===== src/shared/clk_tree_pkg.sv =====
// Constants, register map and carrier types for the converter clock tree
package clk_tree_pkg;

  localparam int ADDR_W = 8;
  localparam int DATA_W = 8;

  // ***************************************************************
  // Register offsets
  // ***************************************************************
  localparam logic [7:0] OFF_DBL_OPA   = 8'h3a;
  localparam logic [7:0] OFF_DBL_OPB   = 8'h3b;
  localparam logic [7:0] OFF_DBL_OPC   = 8'h3c;
  localparam logic [7:0] OFF_LOOP_EN   = 8'h60;
  localparam logic [7:0] OFF_LOOP_BIAS = 8'h61;
  localparam logic [7:0] OFF_RX_DIV    = 8'h66;
  localparam logic [7:0] OFF_CLK_SEL   = 8'h71;
  localparam logic [7:0] OFF_LOOP_MUL  = 8'h72;
  localparam logic [7:0] OFF_AUX_DIV   = 8'h7a;
  localparam logic [7:0] OFF_LOOP_CTL  = 8'h7e;

  localparam logic [7:0] RST_VAL       = 8'h00;

  // ***************************************************************
  // Field positions
  // ***************************************************************
  localparam int LOOP_EN_BIT    = 7;
  localparam int BIAS_PD_BIT    = 5;
  localparam int STAB_BYP_BIT   = 2;
  localparam int RX_DIV_LSB     = 0;
  localparam int RX_SEL_BIT     = 7;
  localparam int TX_SEL_BIT     = 6;
  localparam int REF_EN_BIT     = 4;
  localparam int N_LSB          = 0;
  localparam int LOCK_BIT       = 7;
  localparam int EXP_DIV_LSB    = 5;
  localparam int M_LSB          = 0;
  localparam int AUX_J_LSB      = 0;
  // Extra control register
  localparam int CTL_RESET_N    = 0;
  localparam int CTL_SDR        = 1;
  localparam int CTL_INTERP     = 2;
  localparam int CTL_DECIM      = 3;
  localparam int CTL_RX_DBL     = 4;
  localparam int CTL_TX_DBL     = 5;
  localparam int CTL_EXP_TX     = 6;
  localparam int CTL_EXP_RX     = 7;

  // ***************************************************************
  // Ratios and timing
  // ***************************************************************
  localparam int N_MAX          = 8;
  localparam int M_MAX          = 32;
  localparam int LOCK_MIN_MHZ   = 100;
  localparam int LOCK_MAX_MHZ   = 310;
  localparam int CLK_MHZ        = 25;
  localparam int LOOP_RST_MIN_NS = 25000;
  localparam int LOOP_RST_MIN_CYC =
    (LOOP_RST_MIN_NS * CLK_MHZ + 999) / 1000;

  // Converter clock tree outputs, all registered
  typedef struct packed {
    logic rx_from_loop;
    logic tx_from_loop;
    logic rx_tick;
    logic tx_tick;
    logic aux_tick;
    logic loop_tick;
    logic rx_stab_bypass;
    logic rx_doubler_en;
    logic tx_doubler_en;
    logic tx_port_clock;
    logic rx_port_clock;
    logic loop_locked;
  } clk_tree_out_s;

endpackage


===== src/logic/converter_clock_tree.sv =====
// Converter clock tree, loop multiplier model and its register file
//
// Behaviour
// Rx and tx clocks each pick input or loop
// Aux sampling clock is input divided 2J
// Aux outputs update on config port clock
// Rx divider ratios 1, 2 or 4
// Bypass bit routes rx clock around stabilizer
// Software bypasses stabilizer below 75 MHz
// Ring clock is M times reference, M 1-32
// Loop clock is ring divided by N
// Lock only within 100-310 MHz; status readable
// Loop clock usable for rx, tx, port pins
// Software enables loop, reference, clears powerdown
// Reset held 25 us, then lock acquired
// Doublers only in SDR, no interp/decim
// Software loads doubler operating points first
// Lock reads zero during and after reset
`timescale 1ns/1ps
`default_nettype none

module converter_clock_tree #(
  parameter int REF_MHZ        = clk_tree_pkg::CLK_MHZ,
  parameter int LOCK_ACQ_CYC   = 16
) (
  input  wire logic                              mclk,
  input  wire logic                              sys_rst,
  input  wire logic [clk_tree_pkg::ADDR_W-1:0]   addr,
  input  wire logic [clk_tree_pkg::DATA_W-1:0]   wdata,
  input  wire logic                              wr,
  input  wire logic                              rd,
  output logic      [clk_tree_pkg::DATA_W-1:0]   rdata,
  input  wire logic [11:0]                       aux_data,
  input  wire logic                              aux_load,
  output logic      [11:0]                       aux_dac_q,
  output clk_tree_pkg::clk_tree_out_s            clk_out
);

  // ***************************************************************
  // State
  // ***************************************************************
  typedef struct packed {
    logic [7:0]  dbl_opa;
    logic [7:0]  dbl_opb;
    logic [7:0]  dbl_opc;
    logic [7:0]  loop_en;
    logic [7:0]  loop_bias;
    logic [7:0]  rx_div;
    logic [7:0]  clk_sel;
    logic [6:0]  loop_mul;
    logic [7:0]  aux_div;
    logic [7:0]  loop_ctl;
    logic [7:0]  rdata;
    logic [5:0]  acc;
    logic [1:0]  rx_cnt;
    logic [1:0]  exp_cnt;
    logic [3:0]  aux_cnt;
    logic [9:0]  rst_cnt;
    logic        rst_ok;
    logic [7:0]  acq_cnt;
    logic [11:0] aux_q;
    clk_tree_pkg::clk_tree_out_s o;
  } state_s;

  state_s st_ff;
  state_s nxt_st;

  // Codes 0,1,2 give 1,2,4; the unused code falls back to 1
  function automatic logic [2:0] ratio_124(input logic [1:0] code);
    case (code)
      2'h1:    ratio_124 = 3'h2;
      2'h2:    ratio_124 = 3'h4;
      default: ratio_124 = 3'h1;
    endcase
  endfunction

  // Legal N values pass; illegal codes are treated as 1
  function automatic logic [3:0] n_ratio(input logic [3:0] code);
    if ((code >= 4'h1 && code <= 4'h6) || code == 4'h8) begin
      n_ratio = code;
    end else begin
      n_ratio = 4'h1;
    end
  endfunction

  logic [3:0] n_val;
  logic [5:0] m_val;
  logic [4:0] aux_div_val;
  logic [5:0] acc_sum;
  logic       loop_src;
  logic       rx_src;
  logic       tx_src;
  logic       loop_ready;
  logic       in_range;
  int         ring_mhz;

  always_comb begin

    m_val = {1'b0, st_ff.loop_mul[clk_tree_pkg::M_LSB +: 5]} + 6'h01;
    n_val = n_ratio(st_ff.clk_sel[clk_tree_pkg::N_LSB +: 4]);

    aux_div_val = {1'b0, st_ff.aux_div[clk_tree_pkg::AUX_J_LSB +: 3], 1'b0}
                  + 5'h02;
    ring_mhz = REF_MHZ * int'(m_val);

    in_range = ring_mhz >= clk_tree_pkg::LOCK_MIN_MHZ &&
               ring_mhz <= clk_tree_pkg::LOCK_MAX_MHZ;

    loop_ready = st_ff.loop_en[clk_tree_pkg::LOOP_EN_BIT] &&
                 st_ff.clk_sel[clk_tree_pkg::REF_EN_BIT] &&
                 !st_ff.loop_bias[clk_tree_pkg::BIAS_PD_BIT];
    acc_sum = st_ff.acc + m_val;
    // Loop clock runs only once locked; the tree never clocks off a
    // ring that is still searching
    loop_src = st_ff.o.loop_locked && (acc_sum >= {2'h0, n_val});

    rx_src = st_ff.clk_sel[clk_tree_pkg::RX_SEL_BIT] ? loop_src : 1'b1;
    tx_src = st_ff.clk_sel[clk_tree_pkg::TX_SEL_BIT] ? loop_src : 1'b1;
  end

  // ***************************************************************
  // Next state
  // ***************************************************************
  always_comb begin
    nxt_st = st_ff;
    nxt_st.o.rx_tick = 1'b0;
    nxt_st.o.tx_tick = 1'b0;
    nxt_st.o.aux_tick = 1'b0;
    nxt_st.o.loop_tick = 1'b0;
    nxt_st.o.tx_port_clock = 1'b0;
    nxt_st.o.rx_port_clock = 1'b0;

    if (wr) begin
      case (addr)
        clk_tree_pkg::OFF_DBL_OPA:   nxt_st.dbl_opa = wdata;
        clk_tree_pkg::OFF_DBL_OPB:   nxt_st.dbl_opb = wdata;
        clk_tree_pkg::OFF_DBL_OPC:   nxt_st.dbl_opc = wdata;
        clk_tree_pkg::OFF_LOOP_EN:   nxt_st.loop_en = wdata;
        clk_tree_pkg::OFF_LOOP_BIAS: nxt_st.loop_bias = wdata;
        clk_tree_pkg::OFF_RX_DIV:    nxt_st.rx_div = wdata;
        clk_tree_pkg::OFF_CLK_SEL:   nxt_st.clk_sel = wdata;
        // Lock bit is read-only
        clk_tree_pkg::OFF_LOOP_MUL:  nxt_st.loop_mul = wdata[6:0];
        clk_tree_pkg::OFF_AUX_DIV:   nxt_st.aux_div = wdata;
        clk_tree_pkg::OFF_LOOP_CTL:  nxt_st.loop_ctl = wdata;
        default: ;
      endcase
    end

    if (rd) begin
      case (addr)
        clk_tree_pkg::OFF_DBL_OPA:   nxt_st.rdata = st_ff.dbl_opa;
        clk_tree_pkg::OFF_DBL_OPB:   nxt_st.rdata = st_ff.dbl_opb;
        clk_tree_pkg::OFF_DBL_OPC:   nxt_st.rdata = st_ff.dbl_opc;
        clk_tree_pkg::OFF_LOOP_EN:   nxt_st.rdata = st_ff.loop_en;
        clk_tree_pkg::OFF_LOOP_BIAS: nxt_st.rdata = st_ff.loop_bias;
        clk_tree_pkg::OFF_RX_DIV:    nxt_st.rdata = st_ff.rx_div;
        clk_tree_pkg::OFF_CLK_SEL:   nxt_st.rdata = st_ff.clk_sel;

        clk_tree_pkg::OFF_LOOP_MUL:
          nxt_st.rdata = {st_ff.o.loop_locked, st_ff.loop_mul};
        clk_tree_pkg::OFF_AUX_DIV:   nxt_st.rdata = st_ff.aux_div;
        clk_tree_pkg::OFF_LOOP_CTL:  nxt_st.rdata = st_ff.loop_ctl;
        default:                     nxt_st.rdata = 8'h00;
      endcase
    end

    if (aux_load) begin
      nxt_st.aux_q = aux_data;
    end

    // Reset low time is measured so a short pulse cannot start acquisition
    if (!st_ff.loop_ctl[clk_tree_pkg::CTL_RESET_N]) begin
      nxt_st.acq_cnt = 8'h00;
      nxt_st.o.loop_locked = 1'b0;
      if (st_ff.rst_cnt < 10'(clk_tree_pkg::LOOP_RST_MIN_CYC)) begin
        nxt_st.rst_cnt = st_ff.rst_cnt + 10'h001;
        nxt_st.rst_ok = 1'b0;
      end else begin
        nxt_st.rst_ok = 1'b1;
      end
    end else begin
      nxt_st.rst_cnt = 10'h000;
      if (!(loop_ready && in_range)) begin
        // Losing any condition drops lock and needs a fresh reset
        nxt_st.o.loop_locked = 1'b0;
        nxt_st.rst_ok = 1'b0;
        nxt_st.acq_cnt = 8'h00;
      end else if (st_ff.rst_ok && !st_ff.o.loop_locked) begin
        if (st_ff.acq_cnt >= 8'(LOCK_ACQ_CYC - 1)) begin
          nxt_st.o.loop_locked = 1'b1;
        end else begin
          nxt_st.acq_cnt = st_ff.acq_cnt + 8'h01;
        end
      end
    end

    // Rate accumulator: loop clock averages M/N of the reference,
    // saturating at one pulse per reference cycle
    if (!st_ff.o.loop_locked) begin
      nxt_st.acc = 6'h00;
    end else if (loop_src) begin
      nxt_st.o.loop_tick = 1'b1;
      if (acc_sum - {2'h0, n_val} >= {2'h0, n_val}) begin
        nxt_st.acc = {2'h0, n_val} - 6'h01;
      end else begin
        nxt_st.acc = acc_sum - {2'h0, n_val};
      end
    end else begin
      nxt_st.acc = acc_sum;
    end

    if (rx_src) begin
      if ({1'b0, st_ff.rx_cnt} >=
          ratio_124(st_ff.rx_div[clk_tree_pkg::RX_DIV_LSB +: 2]) - 3'h1) begin
        nxt_st.rx_cnt = 2'h0;
        nxt_st.o.rx_tick = 1'b1;
      end else begin
        nxt_st.rx_cnt = st_ff.rx_cnt + 2'h1;
      end
    end
    nxt_st.o.tx_tick = tx_src;

    if ({1'b0, st_ff.aux_cnt} >= aux_div_val - 5'h01) begin
      nxt_st.aux_cnt = 4'h0;
      nxt_st.o.aux_tick = 1'b1;
    end else begin
      nxt_st.aux_cnt = st_ff.aux_cnt + 4'h1;
    end

    if (loop_src) begin
      if ({1'b0, st_ff.exp_cnt} >=
          ratio_124(st_ff.loop_mul[clk_tree_pkg::EXP_DIV_LSB +: 2]) - 3'h1)
      begin
        nxt_st.exp_cnt = 2'h0;
        nxt_st.o.tx_port_clock = st_ff.loop_ctl[clk_tree_pkg::CTL_EXP_TX];
        nxt_st.o.rx_port_clock = st_ff.loop_ctl[clk_tree_pkg::CTL_EXP_RX];
      end else begin
        nxt_st.exp_cnt = st_ff.exp_cnt + 2'h1;
      end
    end


    nxt_st.o.rx_from_loop = st_ff.clk_sel[clk_tree_pkg::RX_SEL_BIT];
    nxt_st.o.tx_from_loop = st_ff.clk_sel[clk_tree_pkg::TX_SEL_BIT];

    nxt_st.o.rx_stab_bypass = st_ff.rx_div[clk_tree_pkg::STAB_BYP_BIT];

    nxt_st.o.rx_doubler_en = st_ff.loop_ctl[clk_tree_pkg::CTL_RX_DBL] &&
      st_ff.loop_ctl[clk_tree_pkg::CTL_SDR] &&
      !st_ff.loop_ctl[clk_tree_pkg::CTL_INTERP] &&
      !st_ff.loop_ctl[clk_tree_pkg::CTL_DECIM];
    nxt_st.o.tx_doubler_en = st_ff.loop_ctl[clk_tree_pkg::CTL_TX_DBL] &&
      st_ff.loop_ctl[clk_tree_pkg::CTL_SDR] &&
      !st_ff.loop_ctl[clk_tree_pkg::CTL_INTERP] &&
      !st_ff.loop_ctl[clk_tree_pkg::CTL_DECIM];
  end

  always_ff @(posedge mclk or posedge sys_rst) begin
    if (sys_rst) begin
      st_ff <= '0;
    end else begin
      st_ff <= nxt_st;
    end
  end

  assign rdata     = st_ff.rdata;
  assign aux_dac_q = st_ff.aux_q;
  assign clk_out   = st_ff.o;
endmodule

`default_nettype wire


===== config.mk =====
export PLATFORM = sky130hd
export DESIGN_NAME = converter_clock_tree
export DESIGN_NICKNAME = d
export VERILOG_FILES = /design/src/shared/clk_tree_pkg.sv /design/src/logic/converter_clock_tree.sv
export SDC_FILE = /design/constraint.sdc
export NUM_CORES = 1
export LEC_CHECK = 0
export BUFFER_PORTS_ARGS = -buffer_cell sky130_fd_sc_hd__buf_2
export CAP_MARGIN = 15
export CORE_MARGIN = 5
export CORE_UTILIZATION = 30
export DETAILED_ROUTE_END_ITERATION = 10
export GPL_TIMING_DRIVEN = 0
export SYNTH_ARGS = -nofsm -noshare
export SYNTH_HDL_FRONTEND = slang
export SYNTH_SLANG_ARGS = --single-unit

===== constraint.sdc =====
create_clock -name mclk -period 8.5 [get_ports mclk]
set_input_delay 0.85 -clock mclk [delete_from_list [all_inputs] [get_ports mclk]]
set_output_delay 0.85 -clock mclk [all_outputs]
set_load 0.01 [all_outputs]

# == Yosys cells after proc, flatten, opt, wreduce, memory -nomap -nowiden ==
# Cells that the tools add are included.
# totals
ff_bits,144
# op_classes
eq_ne,19
magnitude_cmp,11
n_mul,1
reduce_logical,31
add_sub_neg,13
n_mux,32
# op_table
operator,n
$pmux 8 s10,1
$eq 8x7->1 const B,7
$eq 8x6->1 const B,3
$mux 8,3
$reduce_and 2->1,12
$mux 19,1
$mux 6,3
$logic_and 1x1->1,13
$mux 1,13
$ge 6x4->1,2
$pmux 3 s2,2
$ge 11x7->1 const B,1
$le 11x9->1 const B,1
$mul 5x6->11 const A,1
$add 10x1->10 const B,1
$lt 10x10->1 const B,1
$mux 10,1
$add 8x1->8 const B,1
$ge 8x4->1 const B,1
$mux 2,4
$mux 4,2
$add 5x1->6 const B,1
$add 6x6->6,1
$ge 2x3->1,2
20 further kinds,29

# == Depth between registers and ports, before layout ==
# Gate-level depths: netlist of the first run.
# depth
word_depth,12
mapped_depth,18

# == Worst setup path before layout of the first run ==
# No wires, ideal clock.
# synth_path
path_type,flip-flop to flip-flop
from,register st_ff[81] in the netlist's numbering
to,register st_ff (netlist bit clk_out[0])
setup_time_ps,73
path_stages_with_launch,14
n_path_buf,0
setup_slack_ps,4748
period_less_slack_ps,3752
arrival_time_ps,3679
path_cell_list,dfrtp_1 > ha_1 > xor2_1 > ha_1 > ha_1 > ha_1 > fa_1 > a21o_1 > a21oi_1 > o21bai_1 > a21oi_1 > xnor2_1 > or4_1 > nor2_1
# synth_between
elab_chain_len,7
elab_cells_between_ends,11
# synth_rtl
element,line_no,source
start: declaration,converter_clock_tree.sv:65,state_s st_ff;
start signal: assignment,converter_clock_tree.sv:263,st_ff <= nxt_st;
$add 5x1->6 *,converter_clock_tree.sv:99,"m_val = {1'b0, st_ff.loop_mul[clk_tree_pkg::M_LSB +: 5]} + 6'h01;"
$mul 5x6->11 *,converter_clock_tree.sv:104,ring_mhz = REF_MHZ * int'(m_val);
$ge 11x7->1 / $le 11x9->1 (equally long branches),"converter_clock_tree.sv:106, converter_clock_tree.sv:107",
$logic_and 1x1->1 *,converter_clock_tree.sv:106,in_range = ring_mhz >= clk_tree_pkg::LOCK_MIN_MHZ &&
$logic_and 1x1->1 *,converter_clock_tree.sv:184,if (!(loop_ready && in_range)) begin
$ne 3x2->1 (no source line) / $mux 1 (equally long branches),n/a,
$reduce_and 2->1 (no source line) / $mux 1 (equally long branches),n/a,
# Mark *: on every way between the ends. The rest lies on a longest branch, timed or not.
# A chain may end at the register's enable or synchronous reset.

# == Final worst setup path of the first run ==
# layout_path
from,register st_ff[81] in the netlist's numbering
to,register st_ff[30] in the netlist's numbering
# layout_between
elab_chain_len,7
elab_cells_between_ends,11
# layout_rtl
element,line_no
$add 5x1->6 *,converter_clock_tree.sv:99
$mul 5x6->11 *,converter_clock_tree.sv:104
$ge 11x7->1 / $le 11x9->1 (equally long branches),"converter_clock_tree.sv:106, converter_clock_tree.sv:107"
$logic_and 1x1->1 *,converter_clock_tree.sv:106
$logic_and 1x1->1 *,converter_clock_tree.sv:184
$ne 3x3->1 (no source line) (tied with other cells),n/a
$reduce_and 2->1 (no source line) / $mux 19 (equally long branches),n/a
# Marks and branches as above.

==> metrics.md, run 1 <==
| Metric | Value |
|---|---|
| Most common cell after layout, fill and taps aside | `dfrtp_1` |
| Buf/Inv on CP | `0` |
| Worst-path cell chain | `ha_1, xor2_1, ha_1, ha_1, ha_1, fa_1, a21o_1, a21oi_1, o21bai_1, a21oi_1, xnor2_1, nor4_1, and2_1` |
| Slew headroom | `between 30 and 40%` |
| Post-synth EDFFs | `0` |
| Syn nets | `a little under 800` |
| Pleak | `about 4.5 nW` |
| Clk slew on worst S/H paths | `0.06 ns` |
| Top cells by area, synth | `dfrtp_1 46%, mux2_2 14%, ha_1 8.1%, buf_4 3.0%, inv_1 2.1%` |
| Clk Latency, worst-skew pair | `between 0.4 and 0.5 ns` |
| # fillers | `2600` |
| Critical Path Most Common Cell | `ha_1` |
| Crit Path Max Fanout | `6` |
| Via count | `approximately 5500` |
| Run status | `finished, final reports clean` |
| IO buf count | `between 50 and 60` |
| Top cell type's share of synthesized area | `45.64%` |
| Placed Area | `about 8600 um2` |
| Clk pwr share | `between 40% and 50%` |
| Tmin final | `roughly 4.4 ns` |
| Crit-path max cell delay | `~0.82 ns` |
| RePlAce Congestion | `about 0.84` |
| Initial Util | `between 30 and 40%` |
| Final period util | `52.26%` |
| Detailed placement HPWL | `12990 um` |
| Worst-Margin Slew | `about 0.94 ns` |
| Sequential area share after synthesis | `45.64%` |
| Largest area contributor in the netlist | `dfrtp_1` |
| Layout cell share with drive strength beyond 1 | `~29%` |
| Cell variety after synth | `67` |
| Power share of the sequential group | `42.7%` |
| Drt wl/cell | `16.03 um` |
| Slew Limit Fails | `0` |
| Vias/cell | `approximately 4.9` |
| Most frequent cells in the layout | `144 x dfrtp_1, 99 x mux2_2, 52 x buf_2` |
| CTS tree | `yes` |
| Startpoint Class | `register` |
| Row cnt | `59` |
| Post-synthesis average cell area | `roughly 11 um2` |
| Primary FF master, synth | `dfrtp_1` |
| Post-synth ARST share | `100.0%` |
| Max Cap Viol | `0` |
| Layout Nets | `860` |
| Switching part of the total | `26.04%` |
| Die area | `~30000 um2` |
| ANT cells | `0` |
| Finished Core Util | `a little over a third` |
| Synth Register Bits | `~140` |
| Area taken by multi-input logic gates | `3795 um2` |
| Grt ovf | `0` |
| Final setup vio count | `0` |
| Area of the mapped netlist | `a little under 8000 um2` |
| Critical path class | `register to register` |
| Internal Pwr Total | `approximately 0.0013 W` |
| Psw | `about 0.00047 W` |
| Yosys warns | `0` |
| Maximum vdd ir drop | `approximately 0.00013 V` |
| Worst Skew | `approximately 0.0068 ns` |
| Clock buffer depth | `2` |
| TritonCTS Buffers | `17` |
| Data arrival, critical path | `~4.8 ns` |
| Cts repair resizes | `0` |
| Worst path required time | `about 9 ns` |
| First-pass GRT wire length | `about 29000 um` |
| RSZ-0062 raised after global routing | `false` |
| Gate Count Post-Synth | `702` |
| Sequential Area | `around 3600 um2` |
| Antenna violations before repair | `2` |
| Core Area | `25980 um2` |
| Layout area overhead | `16.62%` |
| Critical-path top delay cell | `nor4_1` |
| Design Area, Final | `between 9000 and 10000 um2` |
| DR DRC count | `0` |
| Detail Route Antenna Nets | `0` |
| Post-layout power | `0.001815 W` |
| Die X-Extent | `around 170 um` |
| Largest net degree at the start of global routing | `just over 90` |
| Aggregate negative setup slack | `0 ns` |
| I/O pin count | `65` |
| Vias in the first global route | `5645` |
| Height of the die | `about 170 um` |
| Drt first pass iters | `4` |
| GR Util All Layers | `about an eighth` |
| Post-CTS Setup Bufs | `0` |
| Setup crit end kind | `register` |
| Drt first-iter violations | `roughly 250` |
| Clk sink count | `around 140` |
| Min-delay worst type | `register to register` |
| Hold_buf cts | `0` |
| Root buffer cell | `clkbuf_16` |
| Max Fclk | `around 0.23 GHz` |
| Worst slack at placement | `4.034 ns` |
| Pwr per Cell Area | `just under 200 nW/um2` |
| Logic pwr share | `around 15%` |
| H-tree depth | `4` |
| Total Routed Length | `17960 um` |
| Delay-heaviest family, CP | `adder cells` |
| Endpoints failing hold | `0` |
| Final setup slack of the worst path | `approximately 4.1 ns` |
==> worst paths after layout <==
kind / end / slack (ns) / depth (start not counted) / startpoint
max reg2reg: st_ff[30]$_DFFE_PP0P_ / 4.06 / 13 / st_ff[81]$_DFFE_PP0P_
min: clk_out[5]$_DFF_PP0_ / 0.43 / 0 / nxt_st[5]$_DFFE_PP0P_
min reg2reg: clk_out[5]$_DFF_PP0_ / 0.43 / 0 / nxt_st[5]$_DFFE_PP0P_
max: st_ff[30]$_DFFE_PP0P_ / 4.06 / 13 / st_ff[81]$_DFFE_PP0P_
max in group asynchronous: rdata[3]$_DFFE_PP0P_ / 7.19 / 3 / sys_rst
min in group asynchronous: st_ff[41]$_DFFE_PP0N_ / 0.47 / 2 / sys_rst
==> cell type report <==
type                    count  area share, %
clock inverters            10          1.468
well taps                 335          4.552
repair buffers             52          3.071
flip-flops and latches    144          39.14
inverters                  45          1.889
clock buffers              21          5.109
plain buffers              53          3.560
multi-input cells         460          41.21
==> layer usage <==
metal | global-route usage [%] | part of all wire [%] | vias up
met5 | 0 | 0.14 | -
met4 | 3.759 | 1.5 | 4
met3 | 3.818 | 5.4 | 20
met2 | 20.42 | 48 | 100
met1 | 16.04 | 45 | 2708
li1 | - | - | 2620
==> cells in the mapped netlist (all sizes together) (3+ instances only) <==
library cell and number:
dfrtp 144, mux2 100, ha 51, inv 45, nor2 44, buf 43, nand2 38, a21oi 20
xor2 19, o21ai 18, nand3 16, o22ai 13, xnor2 13, a22oi 10, clkbuf 10, mux2i 10
nor2b 9, and2 8, a21o 7, nand2b 6, a221o 5, a221oi 4, a32oi 4, nand3b 4
nor3 4, nor4 4, a2111oi 3, a211oi 3, a31oi 3, and4 3, fa 3, nor3b 3
==> kinds of logic after synthesis <==
logic type,share of synthesized area (%)
adder cells (fa/ha/maj),8.843
AND/OR/NAND/NOR,10.05
buffers and inverters,6.292
AO/OA/AOI/OAI,10.05
multiplexers,15.58
XOR/XNOR,3.550
flip-flops,45.64
==> stage by stage <==
stage	std cells	hold slack, ns
after global placement	1088	0.4100
final	1120	0.4285
after CTS	1120	0.4343
after detailed placement	1089	0.4211
after floorplan	702	0.3684
after global routing	1120	0.4451
==> sequential cells by signal, indices dropped and copies added (netlist names) <==
register,flops
aux_dac_q,12
rdata,8
st_ff,109
nxt_st,3
clk_out,12
==> power groups by stage <==
| stage | registers [W] | logic [W] | clock network [W] |
|---|---|---|---|
| final | 0.000775 | 0.000272 | 0.000768 |
| after global routing | 0.000782 | 0.000313 | 0.000816 |
| after CTS | 0.000776 | 0.000276 | 0.000786 |
| after detailed placement | 0.000787 | 0.000273 | 0 |
| after global placement | 0.000785 | 0.000267 | 0 |
| after floorplan | 0.000776 | 0.000211 | 0 |
Note: power is estimated with default switching activity, not from simulation.
==> run 2, diff against run 1 <==
ABC_AREA = 1   (was default)
clock period = 4 ns   (was 8.5 ns; I/O delays follow)
==> metrics.md, run 2 <==
| Metric | Value |
|---|---|
| Run status | `finished, final reports clean (unchanged)` |
| First-pass GRT wire length | `32370 um (was 29060 um)` |
| Layout cell share with drive strength beyond 1 | `16.11% (was 28.79%)` |
| Critical Path Most Common Cell | `nand2_1 (was ha_1)` |
| Row cnt | `59 (unchanged)` |
| Most common cell after layout, fill and taps aside | `nand2_1 (was dfrtp_1)` |
| Most instantiated cells after synthesis | `203 x nand2_1, 144 x dfrtp_1, 131 x inv_1, 108 x o21ai_0, 69 x nand3_1 (was 144 x dfrtp_1, 99 x mux2_2, 51 x ha_1, 45 x inv_1, 43 x nor2_1)` |
| Pwr per Cell Area | `410.5 nW/um2 (was 197.1 nW/um2)` |
| Clk slew on worst S/H paths | `0.07 ns (was 0.06 ns)` |
| Antenna violations before repair | `0 (was 2)` |
| Via count | `6455 (was 5452)` |
| TritonCTS Buffers | `17 (unchanged)` |
| RePlAce Congestion | `0.8533 (was 0.8355)` |
| Synth Register Bits | `144 (unchanged)` |
| Data arrival, critical path | `4.04 ns (was 4.80 ns)` |
| Top-count cell post-synth | `nand2_1 (was dfrtp_1)` |
| CTS tree | `yes (unchanged)` |
| Syn nets | `1036 (was 789)` |
| Detail Route Antenna Nets | `0 (unchanged)` |
| Delay-heaviest family, CP | `adder cells (unchanged)` |
| Crit Path Max Fanout | `7 (was 6)` |
| Yosys warns | `0 (unchanged)` |
| Post-CTS Setup Bufs | `0 (unchanged)` |
| Xor and xnor area share after synthesis | `2.521% (was 3.550%)` |
| Die area | `30000 um2 (was 29660 um2)` |
| Worst path required time | `4.36 ns (was 8.86 ns)` |
| Core Area | `26130 um2 (was 25980 um2)` |
| R2R depth | `18 (was 13)` |
| Top cell type's share of synthesized area | `45.09% (was 45.64%)` |
| Slew Limit Fails | `0 (unchanged)` |
| H-tree depth | `4 (unchanged)` |
| Pleak | `4.787 nW (was 4.456 nW)` |
| Initial Util | `30.58% (was 30.38%)` |
| Total Routed Length | `19450 um (was 17960 um)` |
| Endpoints failing hold | `0 (unchanged)` |
| Hold slack final | `0.1961 ns (was 0.4285 ns)` |
| Top cells by area, synth | `dfrtp_1 45%, nand2_1 9.5%, ha_1 8.0%, o21ai_0 6.8%, inv_1 6.2% (was dfrtp_1 46%, mux2_2 14%, ha_1 8.1%, buf_4 3.0%, inv_1 2.1%)` |
| Min-delay worst type | `input port to register (was register to register)` |
| Drt wl/cell | `14.05 um (was 16.03 um)` |
| Crit-path max cell delay | `0.45 ns (was 0.82 ns)` |
| Worst Skew | `0.01950 ns (was 0.006786 ns)` |
| Mux cell area share after synthesis | `1.832% (was 15.58%)` |
| Cell variety after synth | `37 (was 67)` |
| Critical-path top delay cell | `fa_1 (was nor4_1)` |
| Number of flip-flops under the largest register name | `109 (unchanged)` |
| Levels on crit path | `18 (was 13)` |
| Gate Count Post-Synth | `949 (was 702)` |
| GR Util All Layers | `13.20% (was 12.51%)` |
| Critical path class | `register to register (unchanged)` |
| Die X-Extent | `173.2 um (was 172.2 um)` |
| Startpoint Class | `register (unchanged)` |
| Min-Delay Endpoint | `aux_dac_q[10]$_DFFE_PP0P_ (was clk_out[5]$_DFF_PP0_)` |
| Grt ovf | `0 (unchanged)` |
| I/O pin count | `65 (unchanged)` |
| Clock buffer depth | `2 (unchanged)` |
| Worst-Margin Slew | `0.6216 ns (was 0.9443 ns)` |
| Layout area overhead | `17.69% (was 16.62%)` |
| Drt first-iter violations | `453 (was 254)` |
| RR Startpoint | `st_ff[81]$_DFFE_PP0P_ (unchanged)` |
| Detailed placement HPWL | `14740 um (was 12990 um)` |
| Worst-path cell chain | `buf_2, inv_1, ha_1, fa_1, xnor2_1, ha_1, a21oi_1, nand2_1, xnor2_1, inv_1, ha_1, nand2_1, nand3_1, nor2_1, nand2_1, nand2_1, nand3_1, nand2_1 (was ha_1, xor2_1, ha_1, ha_1, ha_1, fa_1, a21o_1, a21oi_1, o21bai_1, a21oi_1, xnor2_1, nor4_1, and2_1)` |
| Setup slack, reg-to-reg | `0.32 ns (was 4.06 ns)` |
| Aggregate negative setup slack | `0 ns (unchanged)` |
| Post-synth ARST share | `100.0% (unchanged)` |
| Height of the die | `173.2 um (was 172.2 um)` |
| Clk Latency, worst-skew pair | `0.44 ns (was 0.42 ns)` |
| Layout Nets | `1123 (was 860)` |
| Maximum vdd ir drop | `0.0003078 V (was 0.0001338 V)` |
| Final period util | `92.04% (was 52.26%)` |
| Tmin final | `3.682 ns (was 4.442 ns)` |
| Post-synthesis average cell area | `8.421 um2 (was 11.25 um2)` |
| Worst R2R End | `st_ff[53]$_DFF_PP0_ (was st_ff[30]$_DFFE_PP0P_)` |
| Max Fclk | `0.2716 GHz (was 0.2251 GHz)` |
| DR DRC count | `0 (unchanged)` |
| Hold path start | `aux_data[10] (was nxt_st[5]$_DFFE_PP0P_)` |
| Vias/cell | `4.664 (was 4.868)` |
| Most frequent cells in the layout | `203 x nand2_1, 144 x dfrtp_1, 130 x inv_1 (was 144 x dfrtp_1, 99 x mux2_2, 52 x buf_2)` |
| Simple logic cell fraction of the synthesized area | `21.26% (was 10.05%)` |
| Final setup vio count | `0 (unchanged)` |
| Max Cap Viol | `0 (unchanged)` |
| IO buf count | `63 (was 51)` |
| Post-synthesis adder-cell area fraction | `8.736% (was 8.843%)` |
| Vias in the first global route | `6333 (was 5645)` |
| Hold Crit Depth | `2 (was 0)` |
| Setup crit end kind | `register (unchanged)` |
| RSZ-0062 raised after global routing | `false (unchanged)` |
| Area of the mapped netlist | `7991 um2 (was 7895 um2)` |
| Complex-gate fraction of the synthesized area | `10.38% (was 10.05%)` |
| Root buffer cell | `clkbuf_16 (unchanged)` |
| Primary FF master, synth | `dfrtp_1 (unchanged)` |
| Main combinational cell family by area after synthesis | `simple AND/OR/NAND/NOR gates (was multiplexers)` |
| Clk sink count | `144 (unchanged)` |
| Finished Core Util | `35.99% (was 35.43%)` |
| Post-synth EDFFs | `0 (unchanged)` |
| Sequential area share after synthesis | `45.09% (was 45.64%)` |
| Slew headroom | `58.18% (was 36.51%)` |
| Drt first pass iters | `5 (was 4)` |
| Buf/Inv on CP | `3 (was 0)` |
| Largest net degree at the start of global routing | `41 (was 93)` |
| ANT cells | `0 (unchanged)` |
| Largest area contributor in the netlist | `dfrtp_1 (unchanged)` |
| Biggest register | `st_ff (unchanged)` |
-- run 2: cell count changes in the layout (fill, tap and decap cells not counted), sizes merged, moves of 10 or more --
cell	before	now
buf	95	108
o21ai	18	108
a22oi	10	0
nand2	38	209
nor3	4	23
inv	45	137
nor2	44	59
nand3	16	71
mux2	100	13
mux2i	10	0
-- run 2: final cells by class --
cell class | instances | area (um2)
inverters | 132 | 499.2
flip-flops and latches | 144 | 3603
repair buffers | 68 | 405.4
plain buffers | 48 | 317.8
well taps | 335 | 419.2
clock buffers | 19 | 432.9
multi-input cells | 625 | 3575
clock inverters | 13 | 152.6
fillers | 2715 | 16730
-- run 2: repair_timing --
action | CTS | global route
setup endpoints to repair | 0 | 0
resized for setup | 0 | 0
hold buffers | 1 | 0
endpoints found under the hold margin | 13 | 0
-- run 2: cells by family (layout without fill, tap and decap cells) --
family / Yosys count / after routing
fa+ha+maj: 54 / 54
compound gates: 156 / 156
xor+xnor: 23 / 23
mux: 13 / 13
simple gates: 379 / 379
flops: 144 / 144
buf+inv: 180 / 280
-- run 2: power breakdown --
part,switching (W),total (W),internal [W],leakage (nW)
Sequential,0.0000814,0.00166,0.00158,1.80
Clock,0.000662,0.00159,0.000932,0.281
Combinational,0.000364,0.000605,0.000241,2.70
-- run 2: worst max path at each step --
stage	start	slack, ns	end
finish	st_ff[81]$_DFFE_PP0P_	0.32	st_ff[53]$_DFF_PP0_
global route	st_ff[82]$_DFFE_PP0P_	0.007	st_ff[32]$_DFFE_PP0P_
CTS	st_ff[82]$_DFFE_PP0P_	0.29	st_ff[25]$_DFFE_PP0P_
floorplan	st_ff[82]$_DFFE_PP0P_	0.75	st_ff[25]$_DFFE_PP0P_
detailed placement	st_ff[82]$_DFFE_PP0P_	0.31	st_ff[25]$_DFFE_PP0P_
global placement	st_ff[82]$_DFFE_PP0P_	0.35	st_ff[25]$_DFFE_PP0P_
-- run 2: stage by stage --
| stage | worst slack, ns | instances | cell area [um2] | total power (W) |
|---|---|---|---|---|
| finish | 0.3183 | 1384 | 9405 | 0.003861 |
| global route | 0.007214 | 1384 | 9405 | 0.004067 |
| CTS | 0.2904 | 1384 | 9405 | 0.003911 |
| detailed placement | 0.3094 | 1351 | 8810 | 0.002296 |
| global placement | 0.3524 | 1347 | 8730 | 0.002270 |
| floorplan | 0.7458 | 949 | 7995 | 0.002111 |
-- run 2: per-layer routing --
layer  wire length (um)  up-vias  share of wire, %  GRT usage, %
li1                   -     3244                 -             -
met4                392        0               2.0         4.323
met1               9215     3030                47         18.13
met5                  0        -                 0             0
met2               8879      154                46         20.75
met3                962       27               4.9         2.923
-- run 2: worst register-to-register path, cell delays in order (launching register included) --
cell and delay [ns]:
dfrtp_1 0.38, buf_2 0.16, inv_1 0.19, ha_1 0.33
fa_1 0.46, xnor2_1 0.23, ha_1 0.31, a21oi_1 0.16
nand2_1 0.09, xnor2_1 0.13, inv_1 0.08, ha_1 0.27
nand2_1 0.07, nand3_1 0.07, nor2_1 0.29, nand2_1 0.18
nand2_1 0.11, nand3_1 0.07, nand2_1 0.07
